`src/core/twpd_pkg.sv`:
```
package twpd_pkg;

  // ----------------------------------------------------------------------
  // Timing
  // ----------------------------------------------------------------------
  localparam int CLK_HZ = 20_000_000;
  localparam int MAX_EVT_HZ = 10_000;
  localparam int MIN_EVT_CYC = CLK_HZ / MAX_EVT_HZ;
  localparam int TMR_W = 26;
  localparam logic [TMR_W-1:0] MIN_EVT_T = TMR_W'(MIN_EVT_CYC);

  // ----------------------------------------------------------------------
  // Event counts and thresholds (threshold unit is 0.1 V)
  // ----------------------------------------------------------------------
  localparam int CNT_W = 10;
  localparam logic [CNT_W-1:0] CNT_MIN = 10'h003;
  localparam logic [CNT_W-1:0] CNT_MAX = 10'h1f4;
  localparam logic [CNT_W-1:0] CNT_ONE = 10'h001;
  localparam logic [CNT_W-1:0] MISS_ONE = 10'h001;
  localparam logic [CNT_W-1:0] MISS_TWO = 10'h002;
  localparam int AMP_W = 8;
  localparam logic [AMP_W-1:0] TH_MIN = 8'h01;
  localparam logic [AMP_W-1:0] TH_MAX = 8'h4b;
  localparam logic [AMP_W-1:0] TH_HIGH = 8'h05;
  localparam logic [AMP_W-1:0] TH_MED = 8'h14;
  localparam logic [AMP_W-1:0] TH_LOW = 8'h32;

  // ----------------------------------------------------------------------
  // Interval ratios, written as numerator over denominator
  // ----------------------------------------------------------------------
  localparam logic [2:0] IDX_NUM = 3'h1;
  localparam logic [2:0] IDX_DEN = 3'h2;
  localparam logic [2:0] IDXX_NUM = 3'h3;
  localparam logic [2:0] IDXX_DEN = 3'h4;
  localparam logic [2:0] GAP1_NUM = 3'h3;
  localparam logic [2:0] GAP1_DEN = 3'h2;
  localparam logic [2:0] GAP2_NUM = 3'h5;
  localparam logic [2:0] GAP2_DEN = 3'h2;

  // ----------------------------------------------------------------------
  // Angle units: tenths of a degree per monitored rotation
  // ----------------------------------------------------------------------
  localparam logic [31:0] DEG_CRANK = 32'h0000_0e10;
  localparam logic [31:0] DEG_CAM = 32'h0000_1c20;
  localparam logic [15:0] OFFSET_RST = 16'h0258;

  // ----------------------------------------------------------------------
  // Modes
  // ----------------------------------------------------------------------
  typedef enum logic [3:0] {
    TWPD_DISC_UNUSED = 4'b0000,
    TWPD_DISC_N      = 4'b0001,
    TWPD_DISC_NP1    = 4'b0010,
    TWPD_DISC_NP1X   = 4'b0011,
    TWPD_DISC_NM1    = 4'b0100,
    TWPD_DISC_NM2    = 4'b0101,
    TWPD_DISC_NMAG   = 4'b0110,
    TWPD_DISC_INDIV  = 4'b0111,
    TWPD_DISC_SINGLE = 4'b1000
  } twpd_disc_t;

  typedef enum logic [1:0] {
    TWPD_POL_PASSIVE  = 2'b00,
    TWPD_POL_ACT_LOW  = 2'b01,
    TWPD_POL_ACT_HIGH = 2'b10
  } twpd_pol_t;

  typedef enum logic [1:0] {
    TWPD_SENS_MANUAL = 2'b00,
    TWPD_SENS_HIGH   = 2'b01,
    TWPD_SENS_MED    = 2'b10,
    TWPD_SENS_LOW    = 2'b11
  } twpd_sens_t;

  // ----------------------------------------------------------------------
  // Register map and fields
  // ----------------------------------------------------------------------
  localparam logic [7:0] REG_CTRL = 8'h00;
  localparam logic [7:0] REG_CFG0 = 8'h04;
  localparam logic [7:0] REG_CFG1 = 8'h08;
  localparam logic [7:0] REG_OFFSET = 8'h0c;
  localparam logic [7:0] REG_ADJUST = 8'h10;
  localparam logic [7:0] REG_STATUS = 8'h14;
  localparam logic [7:0] REG_PERIOD = 8'h18;
  localparam logic [7:0] REG_POS = 8'h1c;
  localparam logic [7:0] REG_ANGLE = 8'h20;
  localparam logic [7:0] REG_REV = 8'h24;

  localparam int CTRL_EN_BIT = 0;
  localparam int CTRL_SENS_LSB = 1;
  localparam logic [31:0] CTRL_RST = 32'h0000_0004;
  localparam int CFG_TYPE_LSB = 0;
  localparam int CFG_CNT_LSB = 4;
  localparam int CFG_CAM_BIT = 16;
  localparam int CFG_POL_LSB = 17;
  localparam int CFG_TH_LSB = 20;
  localparam logic [31:0] CFG_MASK = 32'h0ff7_3fff;
  localparam logic [31:0] CFG_RST = 32'h0000_0000;
  localparam int ADJ_NOM_LSB = 16;
  localparam int ST_SYNC = 0;
  localparam int ST_DIR = 1;
  localparam int ST_CFG0 = 2;
  localparam int ST_CFG1 = 3;
  localparam int ST_FAST = 4;
  localparam int ST_TRIG1 = 5;
  localparam int ST_CAMIDX = 6;

endpackage

```
`src/core/twpd_chan.sv`:
```
`timescale 1ns/100ps
module twpd_chan
(
  input wire logic clk,
  input wire logic rst,
  input wire logic active,
  input wire logic level,
  input wire logic [twpd_pkg::AMP_W-1:0] amp,
  input wire logic [1:0] pol,
  input wire logic [twpd_pkg::AMP_W-1:0] thresh,
  output logic evt,
  output logic [twpd_pkg::TMR_W-1:0] interval,
  output logic ival_ok,
  output logic fast
);
  import twpd_pkg::*;

  typedef struct packed {
    logic prev;
    logic armed;
    logic seen;
    logic [TMR_W-1:0] tmr;
    logic evt;
    logic [TMR_W-1:0] ival;
    logic ival_ok;
    logic fast;
  } twpd_chan_st_t;

  twpd_chan_st_t st_ff;
  twpd_chan_st_t nxt_st;
  logic on_lvl;
  logic lead;

  always_comb
  begin
    nxt_st = st_ff;
    // Passive pickups arrive as a zero-crossing level, rising on the event.
    on_lvl = (pol == TWPD_POL_ACT_LOW) ? ~level : level;
    lead = on_lvl & ~st_ff.prev;
    nxt_st.prev = on_lvl;
    nxt_st.evt = 1'b0;
    nxt_st.fast = 1'b0;
    if (st_ff.tmr != '1)
    begin
      nxt_st.tmr = st_ff.tmr + 1'b1;
    end
    if (lead)
    begin
      nxt_st.armed = 1'b1;
    end
    if (!on_lvl)
    begin
      nxt_st.armed = 1'b0;
    end
    // A pulse counts once, as soon as its amplitude reaches the threshold.
    if (active && on_lvl && (lead || st_ff.armed) && (amp >= thresh))
    begin
      nxt_st.armed = 1'b0;
      nxt_st.evt = 1'b1;
      nxt_st.ival = st_ff.tmr;
      nxt_st.ival_ok = st_ff.seen;
      nxt_st.seen = 1'b1;
      nxt_st.tmr = {{(TMR_W-1){1'b0}}, 1'b1};
      nxt_st.fast = st_ff.seen && (st_ff.tmr < MIN_EVT_T);
    end
    if (!active)
    begin
      nxt_st.armed = 1'b0;
      nxt_st.seen = 1'b0;
      nxt_st.ival_ok = 1'b0;
      nxt_st.evt = 1'b0;
      nxt_st.fast = 1'b0;
    end
  end

  always_ff @(posedge clk or posedge rst)
  begin
    if (rst)
    begin
      st_ff <= '0;
    end
    else
    begin
      st_ff <= nxt_st;
    end
  end

  assign evt = st_ff.evt;
  assign interval = st_ff.ival;
  assign ival_ok = st_ff.ival_ok;
  assign fast = st_ff.fast;

endmodule

```
`src/core/twpd_cls.sv`:
```
`timescale 1ns/100ps
module twpd_cls
(
  input wire logic [twpd_pkg::TMR_W-1:0] iv,
  input wire logic [twpd_pkg::TMR_W-1:0] pv,
  output logic lt_idx,
  output logic lt_idxx,
  output logic gt_gap1,
  output logic gt_gap2
);
  import twpd_pkg::*;

  // Compares iv / pv against num / den without a divider.
  function automatic logic below(input logic [TMR_W-1:0] a, input logic [TMR_W-1:0] b,
                                 input logic [2:0] num, input logic [2:0] den);
    logic [TMR_W+2:0] lhs;
    logic [TMR_W+2:0] rhs;
    lhs = {3'h0, a} * {{TMR_W{1'b0}}, den};
    rhs = {3'h0, b} * {{TMR_W{1'b0}}, num};
    return lhs < rhs;
  endfunction

  function automatic logic above(input logic [TMR_W-1:0] a, input logic [TMR_W-1:0] b,
                                 input logic [2:0] num, input logic [2:0] den);
    logic [TMR_W+2:0] lhs;
    logic [TMR_W+2:0] rhs;
    lhs = {3'h0, a} * {{TMR_W{1'b0}}, den};
    rhs = {3'h0, b} * {{TMR_W{1'b0}}, num};
    return lhs > rhs;
  endfunction

  assign lt_idx = below(iv, pv, IDX_NUM, IDX_DEN);
  assign lt_idxx = below(iv, pv, IDXX_NUM, IDXX_DEN);
  // 1.5 sits midway between the 1x and 2x intervals, 2.5 between the 2x and 3x intervals that gaps produce.
  assign gt_gap1 = above(iv, pv, GAP1_NUM, GAP1_DEN);
  assign gt_gap2 = above(iv, pv, GAP2_NUM, GAP2_DEN);

endmodule

```
`src/core/twpd_top.sv`:
```
// The implementer's own choices: the APB register port and the register addresses.
`timescale 1ns/100ps
module twpd_top
(
  input wire logic clk,
  input wire logic rst,
  input wire logic psel,
  input wire logic penable,
  input wire logic pwrite,
  input wire logic [7:0] paddr,
  input wire logic [31:0] pwdata,
  output logic [31:0] prdata,
  output logic pready,
  output logic pslverr,
  input wire logic [1:0] pu_level,
  input wire logic [twpd_pkg::AMP_W-1:0] pu_amp0,
  input wire logic [twpd_pkg::AMP_W-1:0] pu_amp1,
  output logic tooth_pulse,
  output logic index_pulse,
  output logic tdc_pulse,
  output logic sync,
  output logic dir_fault
);
  import twpd_pkg::*;

  // ----------------------------------------------------------------------
  // State
  // ----------------------------------------------------------------------
  typedef struct packed {
    logic en;
    logic [1:0] sens;
    logic [1:0][31:0] cfg;
    logic [15:0] offset;
    logic pready;
    logic pslverr;
    logic [31:0] prdata;
    logic [CNT_W-1:0] pos;
    logic [TMR_W-1:0] pv;
    logic have_pv;
    logic idx_pend;
    logic [TMR_W-1:0] idx_iv;
    logic seen;
    logic sync;
    logic dir_err;
    logic fast_err;
    logic [31:0] acc;
    logic [27:0] rev_cnt;
    logic [27:0] rev;
    logic [TMR_W-1:0] period;
    logic tooth_p;
    logic index_p;
    logic tdc_p;
  } twpd_top_st_t;

  twpd_top_st_t st_ff;
  twpd_top_st_t nxt_st;

  // ----------------------------------------------------------------------
  // Per-channel configuration and pickup conditioning
  // ----------------------------------------------------------------------
  logic [1:0][AMP_W-1:0] amp_arr;
  logic [1:0][3:0] ch_type;
  logic [1:0][CNT_W-1:0] ch_n;
  logic [1:0] ch_cam;
  logic [1:0] ch_ok;
  logic [1:0] ch_trig;
  logic [1:0] ch_act;
  logic [1:0][AMP_W-1:0] ch_th;
  logic [1:0] ch_evt;
  logic [1:0][TMR_W-1:0] ch_iv;
  logic [1:0] ch_ivok;
  logic [1:0] ch_fast;

  assign amp_arr[0] = pu_amp0;
  assign amp_arr[1] = pu_amp1;

  genvar gi;
  generate
    for (gi = 0; gi < 2; gi++)
    begin : g_ch
      logic [CNT_W-1:0] raw_n;
      logic [AMP_W-1:0] man_th;
      logic needs_n;
      logic [AMP_W-1:0] th;
      assign ch_type[gi] = st_ff.cfg[gi][CFG_TYPE_LSB +: 4];
      assign raw_n = st_ff.cfg[gi][CFG_CNT_LSB +: CNT_W];
      assign ch_cam[gi] = st_ff.cfg[gi][CFG_CAM_BIT];
      assign man_th = st_ff.cfg[gi][CFG_TH_LSB +: AMP_W];
      assign needs_n = (ch_type[gi] >= TWPD_DISC_N) && (ch_type[gi] <= TWPD_DISC_NMAG);
      // Counts the documented range rejects leave the input out of use.
      assign ch_ok[gi] = (ch_type[gi] != TWPD_DISC_UNUSED) && (ch_type[gi] <= TWPD_DISC_SINGLE)
                         && (!needs_n || ((raw_n >= CNT_MIN) && (raw_n <= CNT_MAX)));
      assign ch_n[gi] = (ch_type[gi] == TWPD_DISC_SINGLE) ? CNT_ONE : raw_n;
      assign ch_trig[gi] = ch_ok[gi] && (ch_type[gi] != TWPD_DISC_INDIV);
      assign ch_act[gi] = ch_ok[gi] && st_ff.en;
      always_comb
      begin
        case (twpd_sens_t'(st_ff.sens))
          TWPD_SENS_HIGH: th = TH_HIGH;
          TWPD_SENS_MED: th = TH_MED;
          TWPD_SENS_LOW: th = TH_LOW;
          default:
          begin
            if (man_th < TH_MIN)
            begin
              th = TH_MIN;
            end
            else if (man_th > TH_MAX)
            begin
              th = TH_MAX;
            end
            else
            begin
              th = man_th;
            end
          end
        endcase
      end
      // One driver for the shared threshold vector, one element per channel.
      assign ch_th[gi] = th;
      twpd_chan u_chan
      (
        .clk(clk),
        .rst(rst),
        .active(ch_act[gi]),
        .level(pu_level[gi]),
        .amp(amp_arr[gi]),
        .pol(st_ff.cfg[gi][CFG_POL_LSB +: 2]),
        .thresh(ch_th[gi]),
        .evt(ch_evt[gi]),
        .interval(ch_iv[gi]),
        .ival_ok(ch_ivok[gi]),
        .fast(ch_fast[gi])
      );
    end
  endgenerate

  // ----------------------------------------------------------------------
  // Input roles
  // ----------------------------------------------------------------------
  // With two trigger-capable inputs the finer disc drives the teeth and the
  // other one can only supply the phase reference.
  logic trig_sel;
  logic cam_sel;
  logic cam_idx;
  logic [3:0] tt;
  logic [CNT_W-1:0] tn;
  logic te;
  logic [TMR_W-1:0] iv;
  logic ivok;
  logic ce;
  logic lt_idx;
  logic lt_idxx;
  logic gt_gap1;
  logic gt_gap2;

  assign trig_sel = (ch_trig[0] && ch_trig[1]) ? (ch_n[1] > ch_n[0]) : (ch_trig[1] && !ch_trig[0]);
  assign cam_sel = ~trig_sel;
  assign cam_idx = ch_ok[cam_sel] && ch_trig[trig_sel] && (ch_n[cam_sel] == CNT_ONE
                   || ch_type[cam_sel] == TWPD_DISC_INDIV);
  assign tt = ch_type[trig_sel];
  assign tn = ch_n[trig_sel];
  assign te = ch_evt[trig_sel] && ch_trig[trig_sel];
  assign iv = ch_iv[trig_sel];
  assign ivok = ch_ivok[trig_sel];
  assign ce = ch_evt[cam_sel] && cam_idx;

  twpd_cls u_cls
  (
    .iv(iv),
    .pv(st_ff.pv),
    .lt_idx(lt_idx),
    .lt_idxx(lt_idxx),
    .gt_gap1(gt_gap1),
    .gt_gap2(gt_gap2)
  );

  // ----------------------------------------------------------------------
  // Next state
  // ----------------------------------------------------------------------
  logic acc_ph;
  logic wr;
  logic first;
  logic tooth;
  logic upd_pv;
  logic [CNT_W-1:0] miss;
  logic [CNT_W-1:0] last_pos;
  logic [31:0] degr;
  logic [31:0] acc_new;
  logic signed [26:0] prod;
  logic [15:0] adj;
  logic [31:0] status;

  assign acc_ph = psel && penable;
  assign wr = acc_ph && st_ff.pready && pwrite && !st_ff.pslverr;
  assign degr = ch_cam[trig_sel] ? DEG_CAM : DEG_CRANK;
  assign prod = $signed(st_ff.offset) * $signed({1'b0, tn});
  assign adj = pwdata[15:0] - pwdata[ADJ_NOM_LSB +: 16];
  assign miss = (tt == TWPD_DISC_NM1) ? MISS_ONE : ((tt == TWPD_DISC_NM2) ? MISS_TWO : '0);
  assign last_pos = tn - CNT_ONE - miss;
  assign acc_new = st_ff.acc + degr;
  always_comb
  begin
    status = '0;
    status[ST_SYNC] = st_ff.sync;
    status[ST_DIR] = st_ff.dir_err;
    status[ST_CFG0] = (ch_type[0] != TWPD_DISC_UNUSED) && !ch_ok[0];
    status[ST_CFG1] = (ch_type[1] != TWPD_DISC_UNUSED) && !ch_ok[1];
    status[ST_FAST] = st_ff.fast_err;
    status[ST_TRIG1] = trig_sel;
    status[ST_CAMIDX] = cam_idx;
  end

  always_comb
  begin
    nxt_st = st_ff;
    first = 1'b0;
    tooth = 1'b0;
    upd_pv = 1'b0;
    nxt_st.tooth_p = 1'b0;
    nxt_st.index_p = 1'b0;
    nxt_st.tdc_p = 1'b0;
    nxt_st.pready = 1'b0;
    nxt_st.pslverr = 1'b0;
    nxt_st.prdata = '0;
    if (acc_ph && !st_ff.pready)
    begin
      nxt_st.pready = 1'b1;
      case (paddr)
        REG_CTRL: nxt_st.prdata = {29'h0, st_ff.sens, st_ff.en};
        REG_CFG0: nxt_st.prdata = st_ff.cfg[0];
        REG_CFG1: nxt_st.prdata = st_ff.cfg[1];
        REG_OFFSET: nxt_st.prdata = {{16{st_ff.offset[15]}}, st_ff.offset};
        REG_ADJUST: nxt_st.prdata = '0;
        REG_STATUS: nxt_st.prdata = status;
        REG_PERIOD: nxt_st.prdata = {6'h0, st_ff.period};
        REG_POS: nxt_st.prdata = {22'h0, st_ff.pos};
        REG_ANGLE: nxt_st.prdata = st_ff.acc;
        REG_REV: nxt_st.prdata = {4'h0, st_ff.rev};
        default: nxt_st.pslverr = 1'b1;
      endcase
    end
    if (wr)
    begin
      case (paddr)
        REG_CTRL:
        begin
          nxt_st.en = pwdata[CTRL_EN_BIT];
          nxt_st.sens = pwdata[CTRL_SENS_LSB +: 2];
        end
        REG_CFG0: nxt_st.cfg[0] = pwdata & CFG_MASK;
        REG_CFG1: nxt_st.cfg[1] = pwdata & CFG_MASK;
        REG_OFFSET: nxt_st.offset = pwdata[15:0];
        REG_ADJUST: nxt_st.offset = st_ff.offset + adj;
        REG_STATUS:
        begin
          nxt_st.dir_err = st_ff.dir_err & ~pwdata[ST_DIR];
          nxt_st.fast_err = st_ff.fast_err & ~pwdata[ST_FAST];
        end
        default: nxt_st.en = st_ff.en;
      endcase
    end
    // Hardware sets below override a clear written in the same cycle.
    if (ch_fast[0] || ch_fast[1])
    begin
      nxt_st.fast_err = 1'b1;
    end
    if (st_ff.rev_cnt != '1)
    begin
      nxt_st.rev_cnt = st_ff.rev_cnt + 1'b1;
    end
    if (ce)
    begin
      nxt_st.idx_pend = 1'b1;
    end
    if (!st_ff.en)
    begin
      nxt_st.sync = 1'b0;
      nxt_st.seen = 1'b0;
      nxt_st.pos = '0;
      nxt_st.have_pv = 1'b0;
      nxt_st.idx_pend = 1'b0;
    end
    else if (te)
    begin
      tooth = 1'b1;
      upd_pv = 1'b1;
      case (twpd_disc_t'(tt))
        TWPD_DISC_N:
        begin
          first = cam_idx ? st_ff.idx_pend : (!st_ff.seen || st_ff.pos == tn - CNT_ONE);
        end
        TWPD_DISC_NP1, TWPD_DISC_NP1X:
        begin
          if (st_ff.idx_pend)
          begin
            first = 1'b1;
            upd_pv = 1'b0;
            if (tt == TWPD_DISC_NP1 && iv < st_ff.idx_iv)
            begin
              nxt_st.dir_err = 1'b1;
            end
          end
          else if (ivok && st_ff.have_pv && ((tt == TWPD_DISC_NP1) ? lt_idx : lt_idxx))
          begin
            nxt_st.idx_pend = 1'b1;
            nxt_st.idx_iv = iv;
            tooth = 1'b0;
            upd_pv = 1'b0;
          end
        end
        TWPD_DISC_NM1, TWPD_DISC_NM2:
        begin
          if (ivok && st_ff.have_pv && ((tt == TWPD_DISC_NM1) ? gt_gap1 : gt_gap2))
          begin
            first = 1'b1;
            upd_pv = 1'b0;
          end
        end
        TWPD_DISC_NMAG: first = st_ff.idx_pend;
        TWPD_DISC_SINGLE: first = 1'b1;
        default:
        begin
          tooth = 1'b0;
          upd_pv = 1'b0;
        end
      endcase
      if (upd_pv && ivok)
      begin
        nxt_st.pv = iv;
        nxt_st.have_pv = 1'b1;
      end
      if (tooth)
      begin
        nxt_st.tooth_p = 1'b1;
        if (ivok)
        begin
          nxt_st.period = iv;
        end
        if (first)
        begin
          nxt_st.idx_pend = 1'b0;
          nxt_st.index_p = 1'b1;
          nxt_st.sync = st_ff.seen && (st_ff.pos == last_pos);
          nxt_st.seen = 1'b1;
          nxt_st.pos = '0;
          nxt_st.acc = 32'h0 - {{5{prod[26]}}, prod};
          nxt_st.tdc_p = (st_ff.offset == 16'h0000);
          nxt_st.rev = ch_cam[trig_sel] ? {1'b0, st_ff.rev_cnt[27:1]} : st_ff.rev_cnt;
          nxt_st.rev_cnt = '0;
        end
        else
        begin
          if (st_ff.pos != '1)
          begin
            nxt_st.pos = st_ff.pos + 1'b1;
          end
          if (st_ff.pos >= last_pos)
          begin
            nxt_st.sync = 1'b0;
          end
          nxt_st.acc = acc_new;
          if (st_ff.acc[31] && !acc_new[31])
          begin
            nxt_st.tdc_p = 1'b1;
          end
        end
      end
    end
  end

  // ----------------------------------------------------------------------
  // Registers
  // ----------------------------------------------------------------------
  always_ff @(posedge clk or posedge rst)
  begin
    if (rst)
    begin
      st_ff <= '0;
      st_ff.en <= CTRL_RST[CTRL_EN_BIT];
      st_ff.sens <= CTRL_RST[CTRL_SENS_LSB +: 2];
      st_ff.cfg[0] <= CFG_RST;
      st_ff.cfg[1] <= CFG_RST;
      st_ff.offset <= OFFSET_RST;
    end
    else
    begin
      st_ff <= nxt_st;
    end
  end

  assign prdata = st_ff.prdata;
  assign pready = st_ff.pready;
  assign pslverr = st_ff.pslverr;
  assign tooth_pulse = st_ff.tooth_p;
  assign index_pulse = st_ff.index_p;
  assign tdc_pulse = st_ff.tdc_p;
  assign sync = st_ff.sync;
  assign dir_fault = st_ff.dir_err;

endmodule

```
`config.mk`:
```
export PLATFORM = sky130hd
export DESIGN_NAME = twpd_top
export DESIGN_NICKNAME = d
export VERILOG_FILES = /design/src/core/twpd_pkg.sv /design/src/core/twpd_chan.sv /design/src/core/twpd_cls.sv /design/src/core/twpd_top.sv
export SDC_FILE = /design/constraint.sdc
export NUM_CORES = 2
export LEC_CHECK = 0
export BUFFER_PORTS_ARGS = -buffer_cell sky130_fd_sc_hd__buf_2
export CORE_UTILIZATION = 50
export CTS_CLUSTER_SIZE = 28
export DETAILED_ROUTE_END_ITERATION = 10
export PLACE_DENSITY = 0.66
export RECOVER_POWER = 25
export REMOVE_ABC_BUFFERS = 1
export SYNTH_ARGS = -nofsm -noshare
export SYNTH_HDL_FRONTEND = slang
export SYNTH_SLANG_ARGS = --single-unit
```
`constraint.sdc`:
```
create_clock -name clk -period 14.26 [get_ports clk]
set_input_delay 0.713 -clock clk [delete_from_list [all_inputs] [get_ports clk]]
set_output_delay 0.713 -clock clk [all_outputs]
set_load 0.02 [all_outputs]
```
# Yosys cells after proc, flatten, opt, wreduce, memory -nomap -nowiden
# Cells that the tools add are included.
word_totals:
  regBits: 404
  elab_cells: 327
  out_inout_bits: 39
  input_bits: 63
op_classes:
  multipliers: 3
  mux: 108
  bitwise: 12
  n_reduce_logical: 84
  addsub: 10
  magnitude_cmp: 27
  eq_ne: 43
ops:
  columns: ["operator", "count"]
  rows:
  - ["$pmux 32 s9", 1]
  - ["$mux 85", 3]
  - ["$mux 26", 5]
  - ["$mux 57", 2]
  - ["$mux 27", 4]
  - ["$mux 10", 10]
  - ["$mux 67", 1]
  - ["$mux 28", 2]
  - ["$mux 56", 1]
  - ["$add 26x1->26 const B", 2]
  - ["$lt 26x11->1 const B", 2]
  - ["$ne 26x26->1 const B", 2]
  - ["$mux 1", 51]
  - ["$pmux 8 s3", 2]
  - ["$logic_and 1x1->1", 40]
  - ["$mux 34", 1]
  - ["$add 32x13->32", 1]
  - ["$eq 8x5->1 const B", 4]
  - ["$mux 32", 1]
  - ["$mux 8", 4]
  - ["$pmux 16 s2", 1]
  - ["$gt 27x29->1", 1]
  - ["$mul 26x3->29 const B", 1]
  - ["$add 28x1->28 const B", 1]
  - ["other kinds (63)", 144]

# Longest topological paths before layout
depth:
  ltp_word: 24
  mapped_depth: 40
  depth_no_buf: 37

# Cells and area by module
# Synthesis repeated with hierarchy kept, for this count alone.
hier_totals:
  hier_cells: 3960
  area_unflattened_um2: 35766.8
modules_own_cells:
  columns: ["mod", "cells_per_inst", "area_per_inst_um2", "seq_area_each_um2", "n_inst"]
  rows:
  - ["twpd_top", 2728, 24369.6, 7213.2, 1]
  - ["twpd_chan", 284, 3105.5, 1451.4, 2]
  - ["twpd_cls", 664, 5186.2, 0.0, 1]

# Worst setup path after synthesis
# No wires, ideal clock.
synth_path:
  path_kind: "register -> register"
  start: "register st_ff (netlist bit ch_type[0])"
  end: "register st_ff[113] (netlist name)"
  slack_ns: 5.551
  n_path_buf: 4
  stages_incl_launch_ff: 35
  t_arrival_ns: 8.575
  period_less_slack_ns: 8.709
  setup_ns: 0.134
  required_ns: 14.126
  path_cell_list: "dfrtp_1 > nor3_1 > nand2_1 > clkbuf_1 > nand2_1 > clkbuf_1 > ha_1 > nand4_1 > a211oi_1 > a2111o_1 > a22oi_2 > nor2_2 > buf_2 > o21ai_0 > clkbuf_1 > nand2_1 > inv_1 > fa_1 > inv_1 > fa_1 > fa_1 > fa_1 > inv_1 > fa_1 > inv_1 > ha_1 > a21o_1 > a21o_1 > a21oi_1 > o21ai_0 > a311oi_1 > a21oi_1 > xnor2_1 > nor3_2 > nor3_1"
synth_via:
  elab_chain_len: 20
  elab_cells_between_ends: 82
  cone_classes: "add/sub: 3; mul: 1; order compare: 8; eq/ne: 12; mux: 36; reduce/logical: 22"
synth_lines:
  columns: ["element", "line_no", "source"]
  rows:
  - ["from (decl)", "twpd_top.sv:55", "twpd_top_st_t st_ff;"]
  - ["from (signal assigned)", "twpd_top.sv:388", "st_ff <= nxt_st;"]
  - ["branches (longest 20 deep; another with $sub 1x27->28)", null, null]
# Parallel ways; which one is timed is not known. The select of a mux whose other input is x is not followed.
# A chain may end at the register's enable or synchronous reset.

# Worst setup path after layout
layout_path:
  start: "register st_ff (netlist bit ch_type[0])"
  end: "register st_ff[111] (netlist name)"
# The elaborated chain is that of the path after synthesis.

==> results.env <==
FINAL_MAX_SLEW_VIOL_COUNT=270
CTSROOTBUFFERMASTER='sky130_fd_sc_hd__clkbuf_16'
PLACE.DETAILED.INSTANCES=4654
DIE_W_UM=264
PLACEMENTROWS=95
FINAL-INSTANCE-COUNT-EXCL-FILL=4744
SYNTH_WARNINGS=0
SYNTHFLOPTYPE='sky130_fd_sc_hd__dfrtp_1'
CTS_POST_SETUP_BUFFERS_INSERTED=0
CRITPATHSLOWESTCELL='sky130_fd_sc_hd__a22oi_2'
DRC_ERRORS=0
POWER.STATIC_LEAKAGE_nW=18.1
HOLD_VIOLATIONS=0
POST_SYNTH_NUM_CELL_TYPES=97
IO_BUFFER_COUNT=101
FINAL_UTIL_PCT=54.9
GLOBAL_ROUTE_WIRE_LENGTH_BEFORE_REPAIR_MM=164
TIMING.SETUP.TNS_NS=0
PEAK_PER_STAGE_DELAY_ON_THE_CRITICAL_PATH_NS=0.94
PIN_SLEW_WITH_THE_LEAST_HEADROOM_TO_ITS_LIMIT_NS=5.27
DESIGN.PORTCOUNT=102
SYNTHTOLAYOUTAREAGROWTH_PCT=8.15
MAXCAPVIOLCOUNT=4
POWER_DENSITY_mW_PER_MM2=77.3
TRITONCTS.NUM_BUFFERS=48
REGTOREGENDPOINT='st_ff[111]$_DFFE_PP0P_'
DR_TOTAL_VIAS=28214
IR_WORST_VDD_uV=105
MAX_CLOCK_BUF_DEPTH=3
MULTIINPUTGATEAREA_MM2=0.0217
ANTENNA_FOUND_INITIAL=9
DATA_ARRIVAL_TIME_OF_THE_CRITICAL_PATH_NS=11.23
SYNTH_SEQ_CELLS=404
CLK_LATENCY_NS=0.63
SYNTHARSTFLOPSHARE_PCT=100
POSTCTSHOLDBUFS=0
CLASS_OF_THE_WORST_HOLD_PATH='in -> reg'
GATE_COUNT_POST_SYNTH=3792
POSTROUTEANTENNANETS=0
CLKTRANSATPATHREGS_NS=0.06
YOSYSTOPAREACELL='sky130_fd_sc_hd__dfrtp_1'
NETLIST_AREA_MM2=0.0343
POST_ROUTE_CELLS_DRIVE_ABOVE_1_SHARE_PCT=9.64
FINALWIRELENGTH_MM=104
AREA.SEQUENTIAL_MM2=0.0101
PIN_COUNT_OF_THE_BIGGEST_NET_ENTERING_GLOBAL_ROUTING=110
OVERFLOW=0
SYNTHESIS.AREA_PER_INSTANCE_UM2=9.05
VIOLATIONS='capacitance limit, slew limit'
WORST_SETUP_PATH_ENDPOINT='st_ff[111]$_DFFE_PP0P_'
TRITONCTS='yes'
MUX_SHARE_OF_POST_SYNTHESIS_CELL_AREA_PCT=6.18
SYNTH.AREA.TOP_CELLS='sky130_fd_sc_hd__dfrtp_1 29%, sky130_fd_sc_hd__ha_1 13%, sky130_fd_sc_hd__fa_1 9.5%'
R2R.WORST_PATH.CELLS=30
CRIT_TYPE='reg -> reg'
FMAXACHIEVABLE_MHz=92.9
SYNTH.YOSYS.SEQ_AREA_SHARE_PCT=29.5
PLACE_CONGESTION=0.955
SYNTH_AREA_IN_ADDERS_PCT=22.2
DETAIL_ROUTE.VIAS_PER_CELL=5.95
GRT_PASS1_VIAS=27522
TIMING.CRITICAL_PATH.FROM='ch_type[0]$_DFFE_PP0P_'
SYNTH-XOR-AREA-SHARE_PCT=4.60
FILL_CELLS=6152
CRITICAL_PATH_REQUIRED_NS=14.72
FINCLKSKEW_NS=0.0405
FINISH.NET_COUNT=4404
LEADING_CELL_TYPE_BY_NUMBER_OF_INSTANCES_AFTER_SYNTHESIS='sky130_fd_sc_hd__inv_1'
YOSYSTOPAREACELLSHARE_PCT=29.1
WL_PER_CELL_UM=21.9
DIE_Y_UM=264
LAYOUT_WORST_PATH_CYCLE_SHARE_PCT=75.5
H-TREE-DEPTH=2
STARTPOINT_TYPE='flop'
RELSLEWSLACK_PCT=-253
WORST-R2R-SETUP-SLACK_NS=3.49
END_KIND='flop'
CORE_REGION_AREA_MM2=0.0675
FINAL_SETUP_VIOLATING_ENDPOINTS=0
HPWL_MM=80.4
GLOBAL_ROUTING_USAGE_SUMMED_ACROSS_ALL_ROUTING_LAYERS_PCT=30.3
POST_SYNTH_AND_OR_NAND_NOR_AREA_FRACTION_PCT=16.2
RSZ0062_AT_GRT='no'
FIN_HOLD_WS_NS=0.332
NETLIST_TOP_CELLS_COUNT='434 x sky130_fd_sc_hd__inv_1, 399 x sky130_fd_sc_hd__dfrtp_1, 380 x sky130_fd_sc_hd__nor2_1'
STATUS='complete, but fails checks'
FINALWORSTPATHREQUIREDPERIOD_NS=10.77
FINALPOWER_mW=2.87
CRITPATHMAXFANOUT=21
DR.PASS1.ITERS=9
REG2REG_FROM='ch_type[0]$_DFFE_PP0P_'
SYNTH-EDFF-COUNT=0
DIE-AREA_MM2=0.0696
DRTITER0DRC=2507
POSTCTSRESIZEDCELLS=0
COMPLEX_GATE_FRACTION_OF_THE_SYNTHESIZED_AREA_PCT=14.1
CRITICAL_PATH.MOST_COMMON_CELL='sky130_fd_sc_hd__fa_1'
INITIAL_UTILIZATION_PCT=50.8
CLKSINKCOUNT=404
COMBINATIONAL_FAMILY_WITH_THE_MOST_AREA_AFTER_SYNTHESIS='adder cells'
[cell families (layout without fill, tap and decap cells)]
| family | Yosys count | count (layout) |
|---|---|---|
| and+or+nand+nor | 1166 | 1166 |
| AOI/OAI and AO/OA | 729 | 729 |
| buffers and inverters | 612 | 687 |
| adders and majority gates | 510 | 510 |
| DFF | 404 | 404 |
| muxes | 198 | 198 |
| xor gates and xnor gates | 172 | 172 |
| other | 1 | 5 |
[worst min path at each step]
stage | start | endpoint | slack [ns] | cells after the start
6_report | pu_level[0] | g_ch[0].u_chan.st_ff[57]$_DFF_PP0_ | 0.33 | 3
5_1_grt | pu_level[0] | g_ch[0].u_chan.st_ff[57]$_DFF_PP0_ | 0.34 | 3
4_1_cts | rst | st_ff[177]$_DFFE_PP0P_ | 0.30 | 2
3_5_place_dp | g_ch[1].u_chan.fast$_DFF_PP0_ | st_ff[117]$_DFFE_PP0P_ | 0.42 | 1
3_3_place_gp | g_ch[1].u_chan.fast$_DFF_PP0_ | st_ff[117]$_DFFE_PP0P_ | 0.42 | 1
2_1_floorplan | g_ch[1].u_chan.fast$_DFF_PP0_ | st_ff[117]$_DFFE_PP0P_ | 0.41 | 1
[through the flow]
step | instance area, um^2 | worst slack (ns)
3_3_place_gp | 35500 | 3.68
5_1_grt | 37100 | 2.81
3_5_place_dp | 35500 | 3.60
6_report | 37100 | 3.49
2_1_floorplan | 33500 | 2.32
4_1_cts | 37200 | 3.57
[cells in the final DEF, fill, tap and decap left out, drive strengths merged, types with 87 or more instances in the layout]
cell	synthesis	layout
inv	437	439
dfrtp	399	399
nor2	381	381
ha	348	348
nand2	276	276
a21oi	198	198
fa	162	162
o21ai	151	151
buf	82	116
mux2	110	110
clkbuf	85	105
nand3	97	97
mux2i	88	88
nor3	88	88
xor2	87	87
[worst max-delay path, delay by kind of cell, from the launching register on]
kind	cells	cell delay, ns
flops	1	0.50
compound gates	12	4.15
simple gates	8	2.46
buf+inv	3	0.15
fa+ha+maj	7	3.35
[sequential cells by signal, summed over array words and instances, names as in the netlist, 2 cells and up]
name,count
g_ch.u_chan.st_ff,58
g_ch.man_th,16
ch_type,8
g_ch.raw_n,20
g_ch.u_chan.ival_ok,2
st_ff,203
ch_cam,2
g_ch.u_chan.fast,2
g_ch.u_chan.interval,52
prdata,32
g_ch.u_chan.evt,2
[power by group]
part           switching (mW)  total (mW)  internal (mW)
sequential             0.0909        1.30           1.21
combinational           0.193       0.322          0.128
clock                   0.542        1.25          0.707
[cell type report]
class	count	area share, %
multi-input combinational	2777	58.6
sequential	404	27.3
inverter	445	4.51
clock buffer	66	3.74
tap	873	2.94
timing repair buffer	155	2.30
clock inverter	21	0.580
antenna	3	0.0202
[layer usage]
metal | GRT usage [%] | routed length [um] | part of all wire [%] | up-vias
met3 | 4.24 | 7820 | 7.5 | 196
li1 | - | - | - | 13202
met4 | 10.6 | 3890 | 3.7 | 6
met1 | 42.6 | 45600 | 44 | 13824
met2 | 47.7 | 46600 | 45 | 986
met5 | 0 | 45 | 0.043 | -
(Power assumes the default switching activity.)
